File: config.mk
export PLATFORM = sky130hd
export DESIGN_NAME = hall_commutation_control
export DESIGN_NICKNAME = d
export VERILOG_FILES = /design/src/common/hall_pkg.sv /design/src/design/hall_commutation_control.sv
export SDC_FILE = /design/constraint.sdc
export NUM_CORES = 1
export LEC_CHECK = 0
export ABC_AREA = 1
export BUFFER_PORTS_ARGS = -buffer_cell sky130_fd_sc_hd__buf_2
export CAP_MARGIN = 20
export CORE_MARGIN = 8
export CORE_UTILIZATION = 47
export DETAILED_ROUTE_END_ITERATION = 8
export PLACE_DENSITY = 0.74
export SETUP_SLACK_MARGIN = 0.4
export SLEW_MARGIN = 20
export SYNTH_ARGS = -nofsm -noshare
export SYNTH_HDL_FRONTEND = slang
export SYNTH_SLANG_ARGS = --single-unit
File: constraint.sdc
create_clock -name SYS_CLK -period 1.77 [get_ports SYS_CLK]
set_input_delay 0.177 -clock SYS_CLK [delete_from_list [all_inputs] [get_ports SYS_CLK]]
set_output_delay 0.177 -clock SYS_CLK [all_outputs]
set_load 0.02 [all_outputs]
File: src/common/hall_pkg.sv
package hall_pkg;
   // Register word offsets (byte addresses on the 8-bit address port)
   localparam logic [7:0] OFS_MODE = 8'h00;
   localparam logic [7:0] OFS_MODEN = 8'h04;
   localparam logic [7:0] OFS_PERIOD = 8'h08;
   localparam logic [7:0] OFS_CMP1 = 8'h0C;
   localparam logic [7:0] OFS_CMP2 = 8'h10;
   localparam logic [7:0] OFS_CAPTURE = 8'h14;
   localparam logic [7:0] OFS_TIMER = 8'h18;
   localparam logic [7:0] OFS_FLAGS = 8'h1C;
   localparam logic [7:0] OFS_FLAG_SET = 8'h20;
   localparam logic [7:0] OFS_FLAG_CLR = 8'h24;
   localparam logic [7:0] OFS_IEN = 8'h28;
   localparam logic [7:0] OFS_PASSIVE = 8'h2C;
   localparam logic [7:0] OFS_HP_SHADOW = 8'h30;
   localparam logic [7:0] OFS_HP_ACTIVE = 8'h34;
   localparam logic [7:0] OFS_MCM_CTRL = 8'h38;
   localparam logic [7:0] OFS_HALL_DELAY = 8'h3C;

   // Mode register fields
   localparam int MSEL0_LSB = 0;
   localparam int MSEL1_LSB = 4;
   localparam int MSEL2_LSB = 8;
   localparam int MSEL_W = 4;
   localparam logic [3:0] MSEL_BLDC = 4'h8;
   localparam int RUN_BIT = 12;
   localparam int HALT_EN_BIT = 13;
   localparam int MCM_EN_BIT = 14;

   // Multi-channel control fields
   localparam int SW_CHE_BIT = 0;
   localparam int SWITCHING_ENABLE_BIT = 1;

   // Flag bit positions
   localparam int F_CHE = 0;
   localparam int F_WHE = 1;
   localparam int F_STR = 2;
   localparam int F_TIMEOUT = 3;
   localparam int F_HALT = 4;
   localparam int NUM_EVT_FLAGS = 4;

   // Hall and pattern shadow fields
   localparam int HP_REQ_BIT = 15;
   localparam int CUR_MSB = 13;
   localparam int CUR_LSB = 11;
   localparam int EXP_MSB = 10;
   localparam int EXP_LSB = 8;
   localparam int PAT_REQ_BIT = 7;
   localparam int PAT_MSB = 5;

   localparam logic [15:0] RESET_WORD = 16'h0000;
endpackage

File: src/design/hall_commutation_control.sv
// Functional notes
// Software selects brushless mode by writing 1000 to all three mode fields.
// In brushless mode channel 0 captures; channels 1 and 2 compare.
// Correct Hall event loads compare 1, compare 2 and period actives.
// Correct Hall event captures timer count then clears timer to zero.
// Brushless mode suppresses the normal shadow transfer of passive levels.
// Write to a shadowed register with timer stopped updates shadow and main.
// Channel 1 match triggers output pattern transfer when switching enabled.
// Channel 2 match is a time-out event with interrupt.
// Software clears all timer modulation enables in brushless mode.
// Correct Hall flag set on expected match or by software set bit.
// Enabled correct Hall set event raises an interrupt request.
// Correct Hall flag clears only by writing 1 to its clear bit.
// Wrong Hall flag handled like correct Hall flag, set by wrong event.
// Pattern transfer flag set on each pattern shadow transfer.
// Every set event raises enabled interrupt, even if flag already set.
// Output halt set by wrong Hall event if enabled, or by software.
// While output halt set the active output pattern is held cleared.
// Software clears halt then requests both pattern transfers to restart.
// Hall request bit 15 copies written shadows to active; reads zero.
// Correct Hall event copies current and expected shadows to active.
// Pattern request bit 7 copies written pattern to active; reads zero.
// Pattern shadow moves to active only under configured triggers.
// Delayed sample: expected gives correct, current nothing, else wrong.
`timescale 1ns/1ps
`default_nettype none

module hall_commutation_control #(
   parameter int TIMER_W = 16,
   parameter int DELAY_W = 8
) (
   input wire logic SYS_CLK,
   input wire logic SYS_RST,
   input wire logic [7:0] ADDR,
   input wire logic [15:0] WR_DATA,
   input wire logic WR_EN,
   input wire logic RD_EN,
   output logic [15:0] RD_DATA,
   input wire logic [2:0] HALL_IN,
   output logic [5:0] OUT_PATTERN,
   output logic [5:0] PASSIVE_LEVEL,
   output logic INT_REQ
);

   generate
      if (TIMER_W < 8 || TIMER_W > 16 || DELAY_W < 2 || DELAY_W > 16) begin : g_bad_width
         $error("Unsupported width parameter");
      end
   endgenerate

   ////////////////////////////////////////////////////////////////////////
   // Registers and decode

   logic [15:0] mode;
   logic [5:0] moden;
   logic [TIMER_W-1:0] period_sh, period_act;
   logic [TIMER_W-1:0] cmp1_sh, cmp1_act, cmp2_sh, cmp2_act;
   logic [TIMER_W-1:0] capture, timer;
   logic [5:0] passive_sh, passive_main;
   logic [4:0] flags;
   logic [3:0] interrupt_enable_register;
   logic [2:0] cur_sh, exp_sh, cur_act, exp_act;
   logic [5:0] pat_sh, pat_act;
   logic [1:0] mcm_ctrl;
   logic [DELAY_W-1:0] hall_delay, delay_cnt;
   logic [2:0] hall_prev;

   logic bldc, run, stopped;
   logic w_mode, w_moden, w_period, w_cmp1, w_cmp2, w_passive;
   logic w_fset, w_fclr, w_ien, w_hp, w_mcm, w_delay;
   logic hp_req, pat_req;
   logic eval, correct_hall_flag, wrong_hall_flag;
   logic period_match, ch1_match, ch2_match;
   logic normal_st, pattern_shadow_transfer, halt_set;
   logic [3:0] evt_hw, evt_sw, evt_any;

   assign w_mode = WR_EN && ADDR == hall_pkg::OFS_MODE;
   assign w_moden = WR_EN && ADDR == hall_pkg::OFS_MODEN;
   assign w_period = WR_EN && ADDR == hall_pkg::OFS_PERIOD;
   assign w_cmp1 = WR_EN && ADDR == hall_pkg::OFS_CMP1;
   assign w_cmp2 = WR_EN && ADDR == hall_pkg::OFS_CMP2;
   assign w_passive = WR_EN && ADDR == hall_pkg::OFS_PASSIVE;
   assign w_fset = WR_EN && ADDR == hall_pkg::OFS_FLAG_SET;
   assign w_fclr = WR_EN && ADDR == hall_pkg::OFS_FLAG_CLR;
   assign w_ien = WR_EN && ADDR == hall_pkg::OFS_IEN;
   assign w_hp = WR_EN && ADDR == hall_pkg::OFS_HP_SHADOW;
   assign w_mcm = WR_EN && ADDR == hall_pkg::OFS_MCM_CTRL;
   assign w_delay = WR_EN && ADDR == hall_pkg::OFS_HALL_DELAY;

   assign hp_req = w_hp && WR_DATA[hall_pkg::HP_REQ_BIT];
   assign pat_req = w_hp && WR_DATA[hall_pkg::PAT_REQ_BIT];

   // Brushless mode only when all three channels carry the brushless code 1000
   assign bldc =
      mode[hall_pkg::MSEL0_LSB +: hall_pkg::MSEL_W] == hall_pkg::MSEL_BLDC &&
      mode[hall_pkg::MSEL1_LSB +: hall_pkg::MSEL_W] == hall_pkg::MSEL_BLDC &&
      mode[hall_pkg::MSEL2_LSB +: hall_pkg::MSEL_W] == hall_pkg::MSEL_BLDC;
   assign run = mode[hall_pkg::RUN_BIT];
   assign stopped = !run;

   always_ff @(posedge SYS_CLK) begin
      if (SYS_RST) begin
         mode <= hall_pkg::RESET_WORD;
         moden <= '0;
         interrupt_enable_register <= '0;
         mcm_ctrl <= '0;
         hall_delay <= '0;
      end else begin
         if (w_mode) begin
            mode <= WR_DATA;
         end
         // Kept for software only; brushless mode expects all zero
         if (w_moden) begin
            moden <= WR_DATA[5:0];
         end
         if (w_ien) begin
            interrupt_enable_register <= WR_DATA[3:0];
         end
         if (w_mcm) begin
            mcm_ctrl <= WR_DATA[1:0];
         end
         if (w_delay) begin
            hall_delay <= WR_DATA[DELAY_W-1:0];
         end
      end
   end

   ////////////////////////////////////////////////////////////////////////
   // Hall sampling and compare

   assign eval = delay_cnt == DELAY_W'(1);
   assign correct_hall_flag = eval && HALL_IN == exp_act;
   assign wrong_hall_flag = eval && HALL_IN != exp_act && HALL_IN != cur_act;

   // A change restarts the delay, so bouncing inputs are seen only once
   always_ff @(posedge SYS_CLK) begin
      if (SYS_RST) begin
         hall_prev <= '0;
         delay_cnt <= '0;
      end else begin
         hall_prev <= HALL_IN;
         if (HALL_IN != hall_prev) begin
            delay_cnt <= (hall_delay == '0) ? DELAY_W'(1) : hall_delay;
         end else if (delay_cnt != '0) begin
            delay_cnt <= delay_cnt - DELAY_W'(1);
         end
      end
   end

   ////////////////////////////////////////////////////////////////////////
   // Primary timer, capture and compare

   assign period_match = run && timer == period_act;
   assign ch1_match = run && bldc && timer == cmp1_act;
   assign ch2_match = run && bldc && timer == cmp2_act;
   assign normal_st = period_match && !bldc;

   always_ff @(posedge SYS_CLK) begin
      if (SYS_RST) begin
         timer <= '0;
         capture <= '0;
      end else begin
         if (bldc && correct_hall_flag) begin
            capture <= timer;
            timer <= '0;
         end else if (stopped) begin
            timer <= timer;
         end else if (period_match) begin
            timer <= '0;
         end else begin
            timer <= timer + TIMER_W'(1);
         end
      end
   end

   // Stopped-timer writes reach the main copy directly
   always_ff @(posedge SYS_CLK) begin
      if (SYS_RST) begin
         period_sh <= '1;
         period_act <= '1;
         cmp1_sh <= '0;
         cmp1_act <= '0;
         cmp2_sh <= '0;
         cmp2_act <= '0;
      end else begin
         if (w_period) begin
            period_sh <= WR_DATA[TIMER_W-1:0];
         end
         if (w_cmp1) begin
            cmp1_sh <= WR_DATA[TIMER_W-1:0];
         end
         if (w_cmp2) begin
            cmp2_sh <= WR_DATA[TIMER_W-1:0];
         end
         if (w_period && stopped) begin
            period_act <= WR_DATA[TIMER_W-1:0];
         end else if ((bldc && correct_hall_flag) || normal_st) begin
            period_act <= period_sh;
         end
         if (w_cmp1 && stopped) begin
            cmp1_act <= WR_DATA[TIMER_W-1:0];
         end else if ((bldc && correct_hall_flag) || normal_st) begin
            cmp1_act <= cmp1_sh;
         end
         if (w_cmp2 && stopped) begin
            cmp2_act <= WR_DATA[TIMER_W-1:0];
         end else if ((bldc && correct_hall_flag) || normal_st) begin
            cmp2_act <= cmp2_sh;
         end
      end
   end

   // Passive levels move on the normal transfer or on a stopped-timer write; there is no normal transfer in brushless mode
   always_ff @(posedge SYS_CLK) begin
      if (SYS_RST) begin
         passive_sh <= '0;
         passive_main <= '0;
      end else begin
         if (w_passive) begin
            passive_sh <= WR_DATA[5:0];
         end
         if (w_passive && stopped) begin
            passive_main <= WR_DATA[5:0];
         end else if (normal_st) begin
            passive_main <= passive_sh;
         end
      end
   end

   ////////////////////////////////////////////////////////////////////////
   // Hall and output patterns

   assign pattern_shadow_transfer = mode[hall_pkg::MCM_EN_BIT] &&
      ((mcm_ctrl[hall_pkg::SW_CHE_BIT] && correct_hall_flag) ||
       (mcm_ctrl[hall_pkg::SWITCHING_ENABLE_BIT] && ch1_match));

   // Software request wins over a same-cycle correct Hall event
   always_ff @(posedge SYS_CLK) begin
      if (SYS_RST) begin
         cur_sh <= '0;
         exp_sh <= '0;
         pat_sh <= '0;
         cur_act <= '0;
         exp_act <= '0;
      end else begin
         if (w_hp) begin
            cur_sh <= WR_DATA[hall_pkg::CUR_MSB:hall_pkg::CUR_LSB];
            exp_sh <= WR_DATA[hall_pkg::EXP_MSB:hall_pkg::EXP_LSB];
            pat_sh <= WR_DATA[hall_pkg::PAT_MSB:0];
         end
         if (hp_req) begin
            cur_act <= WR_DATA[hall_pkg::CUR_MSB:hall_pkg::CUR_LSB];
            exp_act <= WR_DATA[hall_pkg::EXP_MSB:hall_pkg::EXP_LSB];
         end else if (correct_hall_flag) begin
            cur_act <= cur_sh;
            exp_act <= exp_sh;
         end
      end
   end

   // Halt overrides every load so a stray transfer cannot re-arm outputs
   always_ff @(posedge SYS_CLK) begin
      if (SYS_RST) begin
         pat_act <= '0;
      end else if (flags[hall_pkg::F_HALT]) begin
         pat_act <= '0;
      end else if (pat_req) begin
         pat_act <= WR_DATA[hall_pkg::PAT_MSB:0];
      end else if (pattern_shadow_transfer) begin
         pat_act <= pat_sh;
      end
   end

   assign OUT_PATTERN = pat_act;
   assign PASSIVE_LEVEL = passive_main;

   ////////////////////////////////////////////////////////////////////////
   // Flags and interrupt request

   assign evt_hw[hall_pkg::F_CHE] = correct_hall_flag;
   assign evt_hw[hall_pkg::F_WHE] = wrong_hall_flag;
   assign evt_hw[hall_pkg::F_STR] = pattern_shadow_transfer;
   assign evt_hw[hall_pkg::F_TIMEOUT] = ch2_match;
   assign evt_sw = w_fset ? WR_DATA[3:0] : 4'h0;
   assign evt_any = evt_hw | evt_sw;
   assign halt_set = (wrong_hall_flag && mode[hall_pkg::HALT_EN_BIT]) ||
      (w_fset && WR_DATA[hall_pkg::F_HALT]);

   // Set wins over a clear written in the same cycle
   genvar gi;
   generate
      for (gi = 0; gi < hall_pkg::NUM_EVT_FLAGS; gi++) begin : g_flag
         always_ff @(posedge SYS_CLK) begin
            if (SYS_RST) begin
               flags[gi] <= 1'b0;
            end else if (evt_any[gi]) begin
               flags[gi] <= 1'b1;
            end else if (w_fclr && WR_DATA[gi]) begin
               flags[gi] <= 1'b0;
            end
         end
      end
   endgenerate

   always_ff @(posedge SYS_CLK) begin
      if (SYS_RST) begin
         flags[hall_pkg::F_HALT] <= 1'b0;
      end else if (halt_set) begin
         flags[hall_pkg::F_HALT] <= 1'b1;
      end else if (w_fclr && WR_DATA[hall_pkg::F_HALT]) begin
         flags[hall_pkg::F_HALT] <= 1'b0;
      end
   end

   // Fires on the set event itself, regardless of the flag's old value
   always_ff @(posedge SYS_CLK) begin
      if (SYS_RST) begin
         INT_REQ <= 1'b0;
      end else begin
         INT_REQ <= |(evt_any & interrupt_enable_register);
      end
   end

   ////////////////////////////////////////////////////////////////////////
   // Read port

   always_ff @(posedge SYS_CLK) begin
      if (SYS_RST || !RD_EN) begin
         RD_DATA <= '0;
      end else begin
         case (ADDR)
            hall_pkg::OFS_MODE: RD_DATA <= mode;
            hall_pkg::OFS_MODEN: RD_DATA <= {10'h000, moden};
            hall_pkg::OFS_PERIOD: RD_DATA <= 16'(period_act);
            hall_pkg::OFS_CMP1: RD_DATA <= 16'(cmp1_act);
            hall_pkg::OFS_CMP2: RD_DATA <= 16'(cmp2_act);
            hall_pkg::OFS_CAPTURE: RD_DATA <= 16'(capture);
            hall_pkg::OFS_TIMER: RD_DATA <= 16'(timer);
            hall_pkg::OFS_FLAGS: RD_DATA <= {11'h000, flags};
            hall_pkg::OFS_IEN: RD_DATA <= {12'h000, interrupt_enable_register};
            hall_pkg::OFS_PASSIVE: RD_DATA <= {10'h000, passive_sh};
            // Request bits read as zero
            hall_pkg::OFS_HP_SHADOW:
               RD_DATA <= {2'h0, cur_sh, exp_sh, 2'h0, pat_sh};
            hall_pkg::OFS_HP_ACTIVE:
               RD_DATA <= {2'h0, cur_act, exp_act, 2'h0, pat_act};
            hall_pkg::OFS_MCM_CTRL: RD_DATA <= {14'h0000, mcm_ctrl};
            hall_pkg::OFS_HALL_DELAY: RD_DATA <= 16'(hall_delay);
            default: RD_DATA <= '0;
         endcase
      end
   end
endmodule // hall_commutation_control

`default_nettype wire

; ---- Word-level counts from Yosys, hierarchy flattened
; Index checks and enable logic that the tools add are counted.
[op_classes]
n_reduce_logical = 64
muxes = 30
n_bitwise = 2
n_eq_ne = 26
addsub = 2
[op_table]
columns = cell, n
row1 = case mux 16 bit (14 select lines), 1
row2 = 2-to-1 mux 16 bit, 7
row3 = equality test 8 x 6 -> 1 bit (second input constant), 8
row4 = equality test 16 bit, 3
row5 = logical AND 1 bit, 39
row6 = equality test 8 x 5 -> 1 bit (second input constant), 4
row7 = 2-to-1 mux 6 bit, 4
row8 = 2-to-1 mux 8 bit, 3
row9 = nonzero test 2 bit, 12
row10 = adder 16 x 1 -> 16 bit (second input constant), 1
row11 = equality test 8 x 4 -> 1 bit (second input constant), 2
row12 = logical NOT 8 bit, 2
row13 = equality test 4 bit (second input constant), 3
row14 = 2-to-1 mux 3 bit, 4
row15 = 2-to-1 mux 1 bit, 10
row16 = inequality test 3 bit, 3
row17 = equality test 8 x 1 -> 1 bit (second input constant), 1
row18 = equality test 8 x 3 -> 1 bit (second input constant), 1
row19 = nonzero test 8 bit, 1
row20 = subtractor 8 x 1 -> 8 bit (second input constant), 1
row21 = bitwise AND 4 bit, 1
row22 = logical OR 1 bit, 4
row23 = 2-to-1 mux 4 bit, 1
row24 = bitwise OR 4 bit, 1
row25 = 4 further kinds, 7
[word_totals]
input_bits = 31
elab_cells = 154
ff_bits = 233
output_inout_bits = 29

; ---- Depth between registers and ports, before layout
; Gate-level depths: netlist of the first run.
[depth]
ltp_word = 11
mapped_depth = 13
depth_no_buf = 12

; ---- Worst setup path after synthesis of the first run
; OpenSTA, ideal clock, no wires.
[synth_timing]
kind = reg2reg
startpoint = reg delay_cnt[1]
endpoint = reg cmp1_act[13]
t_arrival_ns = 1.535
period_less_slack_ns = 1.667
setup_time_ns = 0.132
path_stages_with_launch = 12
slack_ns = 0.103
required_ns = 1.638
cell_sequence = dfxtp_1 inv_1 ha_1 nand2_1 nor2_4 nand4_4 clkinv_2 nand3_2 buf_4 buf_6 nand4_1 a21oi_1
[synth_via]
elab_chain_cells = 5
[synth_lines]
columns = element, line_no
row1 = from (decl), hall_commutation_control.sv:65  ; logic [DELAY_W-1:0] hall_delay, delay_cnt;
row2 = from (signal assigned), hall_commutation_control.sv:143  ; delay_cnt <= (hall_delay == '0) ? DELAY_W'(1) : hall_delay;
row3 = from (signal assigned), hall_commutation_control.sv:145  ; delay_cnt <= delay_cnt - DELAY_W'(1);
row4 = equality test 8 x 1 -> 1 bit, hall_commutation_control.sv:131  ; assign eval = delay_cnt == DELAY_W'(1);
row5 = logical AND 1 bit, hall_commutation_control.sv:132  ; assign correct_hall_flag = eval && HALL_IN == exp_act;
row6 = logical AND 1 bit, hall_commutation_control.sv:202  ; end else if ((bldc && correct_hall_flag) || normal_st) begin
row7 = logical OR 1 bit, hall_commutation_control.sv:202
row8 = nonzero test 2 bit (no source line), n/a
row9 = to (signal assigned), hall_commutation_control.sv:201  ; cmp1_act <= WR_DATA[TIMER_W-1:0];
row10 = to (signal assigned), hall_commutation_control.sv:203  ; cmp1_act <= cmp1_sh;
row11 = to (decl), hall_commutation_control.sv:57  ; logic [TIMER_W-1:0] cmp1_sh, cmp1_act, cmp2_sh, cmp2_act;
; No other way between the ends.
; A chain may end at the register's enable or synchronous reset.

; ---- Worst setup path after layout of the first run
[layout_timing]
startpoint = reg timer[0]
endpoint = reg cmp1_act[8]
[layout_via]
elab_chain_cells = 5
[layout_lines]
columns = element, line_no
row1 = from (decl), hall_commutation_control.sv:58  ; logic [TIMER_W-1:0] capture, timer;
row2 = from (signal assigned), hall_commutation_control.sv:167  ; timer <= timer;
row3 = from (signal assigned), hall_commutation_control.sv:171  ; timer <= timer + TIMER_W'(1);
row4 = equality test 16 bit, hall_commutation_control.sv:153  ; assign period_match = run && timer == period_act;
row5 = logical AND 1 bit, hall_commutation_control.sv:153
row6 = logical AND 1 bit, hall_commutation_control.sv:156  ; assign normal_st = period_match && !bldc;
row7 = logical OR 1 bit, hall_commutation_control.sv:202
row8 = nonzero test 2 bit (no source line), n/a
; No other way between the ends.

==> key figures, run 1 <==
Layout
  – Post-layout nets: 1818
  – Share of cells above drive strength 1: 32.54%
  – Post-route design area: 15330 µm²
  – Area Growth Syn to Fin: 36.02%
  – Final standard cell utilization of the core: 65.10%
  – Number of diodes: 0

Yosys
  – Number of flip-flops and latches in the synthesized netlist: 233
  – Combinational family with the most area after synthesis: simple AND/OR/NAND/NOR gates
  – Arithmetic-cell share of the synthesized area counting full adders, half adders and majority gates: 0.3331%
  – Most used flip-flop cell after synthesis: dfxtp_1
  – Yosys synthesis warning count: 0
  – Gate Count Post-Synth: 1590
  – Area of the mapped netlist: 11270 µm²
  – Compound-gate portion of the synthesized area: 22.21%
  – Post-synthesis area per instance: 7.087 µm²
  – Area share of and/or/nand/nor cells after synthesis: 24.31%
  – Unique masters post-synth: 53
  – Async SR Flop Fraction: 0%
  – Number of nets produced by synthesis: 1624
  – Xor and xnor fraction of the mapped netlist area: 2.720%
  – Mux share of post-synthesis cell area: 0%
  – Count of flip-flops with a built-in enable after synthesis: 0
  – Seq/Total Area, Yosys: 41.39%

Critical path
  – Category of cells accounting for the largest share of critical-path delay: simple AND/OR/NAND/NOR gates
  – Number of buffer and inverter stages on the critical path: 3
  – CP most frequent cell: nand2_1
  – Arrival time of data at the critical path endpoint: 2.28 ns
  – Cell Chain, Critical Path: buf_6 > nand2_2 > nand2_1 > nor2_1 > nand2_1 > nor2_4 > nand4_4 > buf_12 > nand3_4 > buf_8 > nand2_1 > a21oi_2
  – Worst Setup Path Type: reg -> reg
  – Delay of the slowest critical-path stage: 0.36 ns
  – Crit path max-delay cell type: dfxtp_4
  – Type of element capturing the critical path: flip-flop
  – Largest fanout of any net on the critical path: 8
  – Element type at the critical path start: flip-flop
  – Critical path required time: 2.23 ns

Drt
  – Detailed-route vias per instance: 5.757
  – First-pass detailed-route iteration total: 6
  – Via count: 12200
  – Violation count after the first detailed-route iteration: 1568
  – Routed Antenna Nets: 0
  – Detailed Route WL: 41590 µm
  – Routed wire length per instance: 19.62 µm
  – Residual DRC: 0

GRT
  – Total congestion overflow after global routing: 0
  – Maximum number of pins on one net before global-route repair: 130
  – Combined global-route utilization of all metal layers: 26.58%
  – Antenna violations before repair: 1
  – First-pass GRT wire length: 61280 µm
  – Number of global-route vias before repair: 11200

Run
  – Count of maximum capacitance violations: 0

Floorplan
  – Die Area: 29190 µm²
  – Starting density of the core: 47.86%
  – Core Area: 23540 µm²
  – Std-Cell Rows: 56
  – Die Height: 170.8 µm
  – Boundary pin count: 60
  – Horizontal die dimension: 170.8 µm

Timing
  – Post-Route Skew: 0.01428 ns
  – Peak Freq: 0.5496 GHz
  – Number of failing setup endpoints in the final timing report: 34
  – Part of the cycle the worst path needs: 102.8%
  – Final hold violation count: 0
  – Slew headroom: 56.77%
  – Setup repair after global routing missed its margin: true
  – Final Critical Period: 1.819 ns
  – Least setup slack across all paths after layout: -0.04934 ns
  – Worst Max-Slew Pin Slew: 0.6484 ns
  – Final number of max-transition violations: 0

Power and ir drop
  – P per Cell Area: 748.6 nW/µm²
  – Leakage power total: 6.425 nW
  – Net Sw Power: 0.002754 W
  – Portion of total power attributed to combinational logic: 6.4%
  – Worst IR Drop VDD: 0.0007607 V
  – Cell-internal power: 0.008720 W
  – Sequential group share of total power: 46.0%
  – Switching fraction of total power: 24.00%
  – Proportion of power drawn by the clock network: 47.5%

Placement
  – Last weighted congestion value of the routability-driven placer: 1.003
  – Count of port buffers added during placement: 59
  – HPWL reported at the end of detailed placement: 28810 µm
  – Placed Area: 12780 µm²

Worst hold path
  – Worst min-delay path category: in -> reg

CTS
  – Worst-skew pair later-pin latency: 0.54 ns
  – Register clock-pin slew on the reported worst setup and hold paths: 0.06 ns
  – TritonCTS clock tree: built
  – CTS Buf Count: 26
  – Clock Sinks: 233
  – Count of H-tree levels built during CTS: 1
  – Clock Tree Root: clkbuf_16
  – Maximum count of clock buffers along a single path: 3

Run status
  – Failing checks: setup timing
  – Result of the run: complete, but fails checks
[cell type report]
cell class | count | area [µm²]
clock buffer | 34 | 732.0
clock inverter | 11 | 117.6
fill | 1980 | 8215
inverter | 144 | 586.8
multi-input combinational | 1119 | 6560
sequential | 233 | 4721
tap | 319 | 399.1
timing repair buffer | 259 | 2203
timing repair inverter | 1 | 7.507
[power by group through the flow]
stage | registers, W | logic (W) | clock network [W]
floorplan | 0.00540 | 0.000302 | 0
detailed placement | 0.00541 | 0.000532 | 0
CTS | 0.00528 | 0.000585 | 0.00547
global placement | 0.00541 | 0.000529 | 0
global route | 0.00528 | 0.000778 | 0.00570
finish | 0.00528 | 0.000738 | 0.00545
[metal layers]
metal	vias to the layer above	wire length [µm]	global-route usage, %
met5	-	0	0
met4	0	2168	12.25
met3	131	3606	4.010
met2	637	18770	42.21
met1	5731	17050	35.19
li1	5705	-	-
[through the flow]
stage               instances  power (W)  setup TNS (ns)  hold WS [ns]  setup WS [ns]
floorplan                1590   0.005704               0        0.2840         0.2212
global placement         2018   0.005934          -1.340        0.4419       -0.05837
detailed placement       2018   0.005938          -1.203        0.4492       -0.08757
CTS                      2095    0.01133               0      0.006439        0.07135
global route             2120    0.01176          -6.295       0.01945        -0.1303
finish                   2120    0.01147         -0.8537       0.01526       -0.04934
[state kept, by name (all words and copies together) (netlist names), 4 cells and up]
signal and flops:
RD_DATA 16, cmp2_act 16, OUT_PATTERN 6, mode 16
period_act 16, cmp1_act 16, delay_cnt 8, cmp1_sh 16
moden 6, passive_sh 6, pat_sh 6, interrupt_enable_register 4
PASSIVE_LEVEL 6, flags 5, timer 16, cmp2_sh 16
period_sh 16, hall_delay 8, capture 16
[cells in the final DEF, fill, tap and decap left out, types with 13 or more instances in the layout]
cell type	instances
nand2_1	274
dfxtp_1	204
o21ai_0	167
buf_4	134
a21oi_1	133
inv_1	110
nor2_1	86
nand2_2	73
buf_2	59
nand4_1	37
a21oi_2	36
nand3_1	34
buf_6	33
o211ai_1	32
clkbuf_16	30
o21ai_1	24
nor2_2	23
nor2_4	23
xor2_1	22
dfxtp_2	21
inv_2	20
o21ai_2	17
nor3_1	13
buf_12	13
[Yosys cell counts (12+ instances only)]
cell	count	area, µm²
inv_1	135	506.7
nor3_1	21	105.1
o22ai_1	15	93.84
buf_2	25	125.1
xnor2_1	12	105.1
nor2_1	117	439.2
o21ai_0	196	980.9
a21oi_1	169	845.8
o211ai_1	32	240.2
clkbuf_1	48	180.2
xor2_1	23	201.4
dfxtp_1	233	4664
nand2_1	356	1336
nand4_1	37	231.5
a31oi_1	13	81.33
nand3_1	46	230.2
[cell families (layout without fill, tap and decap cells)]
family                     after synthesis  in the layout
and+or+nand+nor                        620            620
AOI/OAI and AO/OA                      461            461
buffers and inverters                  238            449
DFF                                    233            233
xor gates and xnor gates                35             35
adders and majority gates                3              3
[worst min-delay path: stages]
cell and delay, ns:
buf_2 0.16, a21oi_1 0.09, o211ai_1 0.09
[timing repair]
action                                 4_1_cts  5_1_grt
pin swaps                                   71       61
gates resized for setup                    158      207
setup endpoints to repair                  104      121
cloned                                       0        6
buffers inserted                            20       19
endpoints found under the hold margin       13        0
hold buffers                                12        0
[final timing paths]
| path | startpoint | cells after the start | endpoint | slack [ns] |
|---|---|---|---|---|
| setup / recovery | timer[0] | 12 | cmp1_act[8] | -0.05 |
| hold / removal | WR_DATA[5] | 3 | period_act[5] | 0.02 |
| setup reg to reg | timer[0] | 12 | cmp1_act[8] | -0.05 |
| hold reg to reg | PASSIVE_LEVEL[5] | 2 | PASSIVE_LEVEL[5] | 0.47 |
Note: power is estimated with default switching activity, not from simulation.
==> run 2, diff against run 1 <==
Settings changed: CORE_UTILIZATION 47 to 35, PLACE_DENSITY 0.74 to 0.6.
==> key figures, run 2 (synthesis results as in run 1) <==
Run status
  – Result of the run: complete, but fails checks
  – Failing checks: setup timing

Power and ir drop
  – Sequential group share of total power: 46.0% (about the same)
  – Portion of total power attributed to combinational logic: 6.6% (+0.2 points)
  – P per Cell Area: 730.5 nW/µm² (-2.4%)
  – Switching fraction of total power: 24.03% (+0.033 points)
  – Proportion of power drawn by the clock network: 47.4% (about the same)
  – Net Sw Power: 0.002759 W (+0.20%)
  – Worst IR Drop VDD: 0.0006990 V (-8.1%)
  – Cell-internal power: 0.008722 W (about the same)
  – Leakage power total: 6.560 nW (+2.1%)

CTS
  – Maximum count of clock buffers along a single path: 3 (unchanged)
  – Register clock-pin slew on the reported worst setup and hold paths: 0.07 ns (about the same)
  – TritonCTS clock tree: built
  – Count of H-tree levels built during CTS: 1 (unchanged)
  – Clock Tree Root: clkbuf_16
  – CTS Buf Count: 27 (+3.8%)
  – Clock Sinks: 233 (unchanged)
  – Worst-skew pair later-pin latency: 0.55 ns (about the same)

GRT
  – Antenna violations before repair: 0 (-1)
  – First-pass GRT wire length: 63670 µm (+3.9%)
  – Combined global-route utilization of all metal layers: 20.83% (-5.7 points)
  – Maximum number of pins on one net before global-route repair: 66 (-49%)
  – Total congestion overflow after global routing: 0 (unchanged)
  – Number of global-route vias before repair: 11230 (+0.29%)

Placement
  – Count of port buffers added during placement: 59 (unchanged)
  – HPWL reported at the end of detailed placement: 29760 µm (+3.3%)
  – Inst Count DP: 2111 (+4.6%)
  – Last weighted congestion value of the routability-driven placer: 0.9269 (-7.6%)

Floorplan
  – Die Area: 38190 µm² (+31%)
  – Die Height: 195.4 µm (+14%)
  – Boundary pin count: 60 (unchanged)
  – Starting density of the core: 35.62% (-12 points)
  – Core Area: 31640 µm² (+34%)
  – Horizontal die dimension: 195.4 µm (+14%)
  – Std-Cell Rows: 65 (+16%)

Timing
  – Setup repair after global routing missed its margin: true
  – Part of the cycle the worst path needs: 100.0% (-2.8 points)
  – Final number of max-transition violations: 0 (unchanged)
  – Final hold violation count: 0 (unchanged)
  – Hold slack: 0.02166 ns (+0.006398 ns)
  – Number of failing setup endpoints in the final timing report: 1 (-97%)
  – Post-Route Skew: 0.02400 ns (+0.009724 ns)
  – Peak Freq: 0.5648 GHz (+2.8%)
  – Worst Max-Slew Pin Slew: 0.5902 ns (-0.05828 ns)
  – Least setup slack across all paths after layout: -0.0005296 ns (+0.04881 ns)
  – Final Critical Period: 1.771 ns (-0.04881 ns)
  – Slew headroom: 60.66% (+3.9 points)

Drt
  – Residual DRC: 0 (unchanged)
  – Detailed-route vias per instance: 5.393 (-6.3%)
  – Routed Antenna Nets: 0 (unchanged)
  – Violation count after the first detailed-route iteration: 1109 (-29%)
  – Detailed Route WL: 42140 µm (+1.3%)
  – Routed wire length per instance: 18.88 µm (-3.8%)
  – First-pass detailed-route iteration total: 6 (unchanged)
  – Via count: 12040 (-1.4%)

Layout
  – Post-layout nets: 1847 (+1.6%)
  – Area Growth Syn to Fin: 39.49%
  – Area of the multi-input gates: 6535 µm² (-0.38%)
  – Non-filler instance count after layout: 2232 (+5.3%)
  – Commonest cells after routing, fill and taps aside: nand2_1 (301), dfxtp_1 (199), o21ai_0 (179)
  – Share of cells above drive strength 1: 32.30% (-0.24 points)
  – Register cell area after layout: 4735 µm² (+0.29%)
  – Total of fill cells in the finished design: 3034 (+53%)
  – Most common library cell in the layout ignoring fill and taps: nand2_1
  – Number of diodes: 0 (unchanged)
  – Final standard cell utilization of the core: 49.68% (-15 points)

Worst hold path
  – Worst min-delay path category: in -> reg

Critical path
  – Critical Path End: cmp1_act[15]
  – Element type at the critical path start: flip-flop
  – End of the worst register-to-register path: cmp1_act[15]
  – Origin of the critical flop-to-flop path: timer[14]
  – Worst reg-to-reg path cell count: 9 (-3)
  – Critical path required time: 2.18 ns (-0.05 ns)
  – Largest fanout of any net on the critical path: 8 (unchanged)
  – Start point of the critical path: timer[14]
  – Type of element capturing the critical path: flip-flop
  – Flop2flop setup slack: -0.0005 ns (+0.05 ns)
  – Worst Setup Path Type: reg -> reg
  – Arrival time of data at the critical path endpoint: 2.18 ns (-0.10 ns)

Run
  – Count of maximum capacitance violations: 0 (unchanged)
[run 2: cell types whose count changed in the layout (fill, tap and decap cells not counted), moves of 6 or more]
cell | before | now
o21ai_0 | 167 | 179
nand3_2 | 7 | 16
inv_1 | 110 | 104
nand3_1 | 34 | 26
inv_2 | 20 | 26
nor2_2 | 23 | 14
buf_12 | 13 | 19
nand2_2 | 73 | 49
o21ai_2 | 17 | 9
nand2_1 | 274 | 301
buf_4 | 134 | 156
[run 2: per-stage QoR]
step	setup TNS, ns	area (µm²)	power [W]	setup WS (ns)
3_3_place_gp	-4.021	12990	0.005951	-0.1467
5_1_grt	-2.603	15720	0.01180	-0.08841
2_1_floorplan	0	11430	0.005704	0.2212
4_1_cts	0	14810	0.01137	0.06806
3_5_place_dp	-3.820	12990	0.005955	-0.1584
6_report	-0.0005296	15720	0.01148	-0.0005296
[run 2: layout make-up]
type / instances / area share (%)
Clock buffer: 38 / 4.943
Sequential cell: 233 / 30.12
Timing Repair Buffer: 286 / 16.01
Inverter: 144 / 3.686
Clock inverter: 8 / 0.4617
Tap cell: 402 / 3.200
Multi-Input combinational cell: 1121 / 41.58
[run 2: worst min path at each step]
stage | startpoint | endpoint | cells after the start
2_1_floorplan | HALL_IN[0] | hall_prev[0] | 2
3_3_place_gp | HALL_IN[0] | hall_prev[0] | 3
3_5_place_dp | HALL_IN[0] | hall_prev[0] | 3
4_1_cts | WR_DATA[0] | flags[0] | 3
5_1_grt | WR_DATA[0] | flags[0] | 3
6_report | WR_DATA[0] | flags[0] | 3
[run 2: critical path, cell delays in order, from the launching register on]
cell,delay (ns)
dfxtp_2,0.34
xnor2_2,0.18
nand4_1,0.19
nor2_4,0.19
nand4_4,0.14
buf_12,0.18
buf_12,0.12
buf_16,0.13
nand4_1,0.08
a21oi_2,0.06
[run 2: timing repair]
item / CTS / global route
gates cloned: 6 / 2
endpoints found under the hold margin: 14 / 0
hold buffers: 13 / 0
buffers inserted: 34 / 20
pin swaps: 45 / 86
endpoints found under the setup margin: 106 / 121
resized for setup: 130 / 201
[run 2: power groups by stage]
stage	clock [W]	combinational (W)	sequential [W]
floorplan	0	0.000302	0.00540
global placement	0	0.000546	0.00541
detailed placement	0	0.000549	0.00541
CTS	0.00548	0.000614	0.00528
global route	0.00571	0.000805	0.00528
finish	0.00545	0.000753	0.00528
[run 2: metal layers]
metal	wire length [µm]	share of wire, %	global-route usage, %
met1	18430	44	27.93
met2	18900	45	33.25
met3	2831	6.7	2.734
met4	1968	4.7	8.731
met5	0	0	0
==> run 3, diff against run 2 <==
Settings changed: CORE_MARGIN 8 to not set, PLACE_DENSITY 0.6 to 0.59.
Clock period 1.77 ns to 1.7 ns, I/O delays scaled along.
==> key figures, run 3 (synthesis results as in run 1) <==
Run status
  – Result of the run: complete, but fails checks
  – Failing checks: setup timing

Layout
  – Commonest cells after routing, fill and taps aside: nand2_1 (300), dfxtp_1 (202), buf_4 (200)
  – Non-filler instance count after layout: 2263 (+1.4%)
  – Most common library cell in the layout ignoring fill and taps: nand2_1
  – Register cell area after layout: 4723 µm² (-0.24%)
  – Area Growth Syn to Fin: 40.13%
  – Area of the multi-input gates: 6440 µm² (-1.5%)
  – Final standard cell utilization of the core: 49.91% (+0.23 points)
  – Post-layout nets: 1879 (+1.7%)
  – Share of cells above drive strength 1: 32.78% (+0.48 points)
  – Total of fill cells in the finished design: 3028 (-0.20%)
  – Post-route design area: 15790 µm² (+0.46%)
  – Number of diodes: 0 (unchanged)

Drt
  – Detailed Route WL: 42020 µm (-0.29%)
  – Via count: 12010 (-0.26%)
  – Routed wire length per instance: 18.57 µm (-1.7%)
  – First-pass detailed-route iteration total: 6 (unchanged)
  – Detailed-route vias per instance: 5.305 (-1.6%)
  – Residual DRC: 0 (unchanged)
  – Violation count after the first detailed-route iteration: 1215 (+9.6%)
  – Routed Antenna Nets: 0 (unchanged)

GRT
  – Antenna violations before repair: 0 (unchanged)
  – First-pass GRT wire length: 64170 µm (+0.78%)
  – Number of global-route vias before repair: 11360 (+1.1%)
  – Combined global-route utilization of all metal layers: 24.96% (+4.1 points)
  – Total congestion overflow after global routing: 0 (unchanged)
  – Maximum number of pins on one net before global-route repair: 119 (+80%)

Critical path
  – Worst Setup Path Type: reg -> reg
  – Crit path max-delay cell type: dfxtp_2
  – Category of cells accounting for the largest share of critical-path delay: simple AND/OR/NAND/NOR gates
  – Number of cells on the critical path: 11 (+2)
  – Number of buffer and inverter stages on the critical path: 3 (unchanged)
  – Delay of the slowest critical-path stage: 0.34 ns (about the same)
  – Type of element capturing the critical path: flip-flop
  – Cell Chain, Critical Path: buf_6 > nand2_4 > nand4_1 > nor2_4 > nand4_4 > buf_12 > nand3_4 > buf_12 > nand2_2 > nand2_1 > nor2_1
  – Element type at the critical path start: flip-flop
  – Critical path required time: 2.12 ns (-0.06 ns)
  – Worst reg-to-reg path cell count: 11 (+2)
  – CP most frequent cell: buf_12
  – Arrival time of data at the critical path endpoint: 2.21 ns (+0.03 ns)
  – Largest fanout of any net on the critical path: 6 (-2)

CTS
  – Maximum count of clock buffers along a single path: 3 (unchanged)
  – Count of H-tree levels built during CTS: 1 (unchanged)
  – Clock Tree Root: clkbuf_16
  – Clock Sinks: 233 (unchanged)
  – TritonCTS clock tree: built
  – Register clock-pin slew on the reported worst setup and hold paths: 0.06 ns (about the same)
  – Worst-skew pair later-pin latency: 0.54 ns (about the same)
  – CTS Buf Count: 27 (unchanged)

Floorplan
  – Core Area: 31640 µm² (unchanged)
  – Starting density of the core: 35.62% (unchanged)
  – Die Height: 181.4 µm (-7.2%)
  – Boundary pin count: 60 (unchanged)
  – Std-Cell Rows: 65 (unchanged)
  – Die Area: 32920 µm² (-14%)
  – Horizontal die dimension: 181.4 µm (-7.2%)

Timing
  – Final Critical Period: 1.792 ns (+0.02147 ns)
  – Least setup slack across all paths after layout: -0.09199 ns (-0.09147 ns)
  – Final hold violation count: 0 (unchanged)
  – Part of the cycle the worst path needs: 105.4% (+5.4 points)
  – Post-Route Skew: 0.01944 ns (-0.004565 ns)
  – Final number of max-transition violations: 0 (unchanged)
  – Slew headroom: 62.42% (+1.8 points)
  – Number of failing setup endpoints in the final timing report: 42 (+41)
  – Worst Max-Slew Pin Slew: 0.5631 ns (-0.02702 ns)
  – Peak Freq: 0.5580 GHz (-1.2%)
  – Setup repair after global routing missed its margin: true

Power and ir drop
  – Power after layout: 0.01184 W (+3.1%)
  – Worst IR Drop VDD: 0.0007402 V (+5.9%)
  – Leakage power total: 6.824 nW (+4.0%)
  – P per Cell Area: 749.6 nW/µm² (+2.6%)

Placement
  – Placed Area: 13370 µm² (+3.0%)
  – HPWL reported at the end of detailed placement: 29930 µm (+0.58%)
  – Last weighted congestion value of the routability-driven placer: 0.9491 (+2.4%)
  – Inst Count DP: 2158 (+2.2%)
  – Worst setup timing slack at the placement stage: -0.1629 ns (-0.004514 ns)
  – Count of port buffers added during placement: 59 (unchanged)

Worst hold path
  – Worst min-delay path category: in -> reg
  – Worst hold path cell count: 3 (unchanged)

Run
  – Count of maximum capacitance violations: 0 (unchanged)
run 3: cell type report:
type                            count  share of cell area (%)
Sequential cell                   233                   29.91
Clock buffer                       38                   4.857
Timing Repair Buffer              320                   17.23
Clock inverter                      7                  0.4200
Tap cell                          402                   3.185
Multi-Input combinational cell   1119                   40.78
Inverter                          144                   3.605
run 3: worst paths after layout:
check | startpoint | endpoint | slack (ns)
min | WR_DATA[2] | hall_delay[2] | 0.03
max reg2reg | timer[13] | cmp1_act[1] | -0.09
min reg2reg | period_sh[8] | period_sh[8] | 0.48
max | timer[13] | cmp1_act[1] | -0.09
run 3: worst register-to-register path: stages (launching register included):
cell     delay (ns)
dfxtp_2        0.34
buf_6          0.12
nand2_4        0.05
nand4_1        0.19
nor2_4         0.19
nand4_4        0.14
buf_12         0.16
nand3_4        0.15
buf_12         0.17
nand2_2        0.05
nand2_1        0.06
nor2_1         0.05
run 3: what timing repair did:
action                                  CTS  global route
hold buffers                             12             0
endpoints found under the setup margin  112           119
pin swaps                                39            77
cloned                                    6             2
setup buffers                            26            14
hold endpoints to repair                 13             0
resized for setup                       146           154
run 3: power by group:
| part | internal [W] | switching (W) |
|---|---|---|
| Clock | 0.00326 | 0.00230 |
| Sequential | 0.00548 | 0.0000218 |
| Combinational | 0.000279 | 0.000495 |
run 3: per-stage QoR:
stage	hold slack (ns)	setup TNS (ns)
after global routing	0.02769	-6.659
after CTS	0.01337	-1.810
after global placement	0.4392	-7.121
final	0.02920	-2.034
after detailed placement	0.4437	-7.751
after floorplan	0.2770	0
run 3: routing by layer:
metal	global-route usage (%)	wire length (µm)	vias to the layer above	part of all wire, %
li1	-	-	5827	-
met1	33.88	18600	5662	44
met2	40.68	19370	418	46
met3	2.728	2372	99	5.6
met4	9.492	1682	0	4.0
met5	0	0	-	0
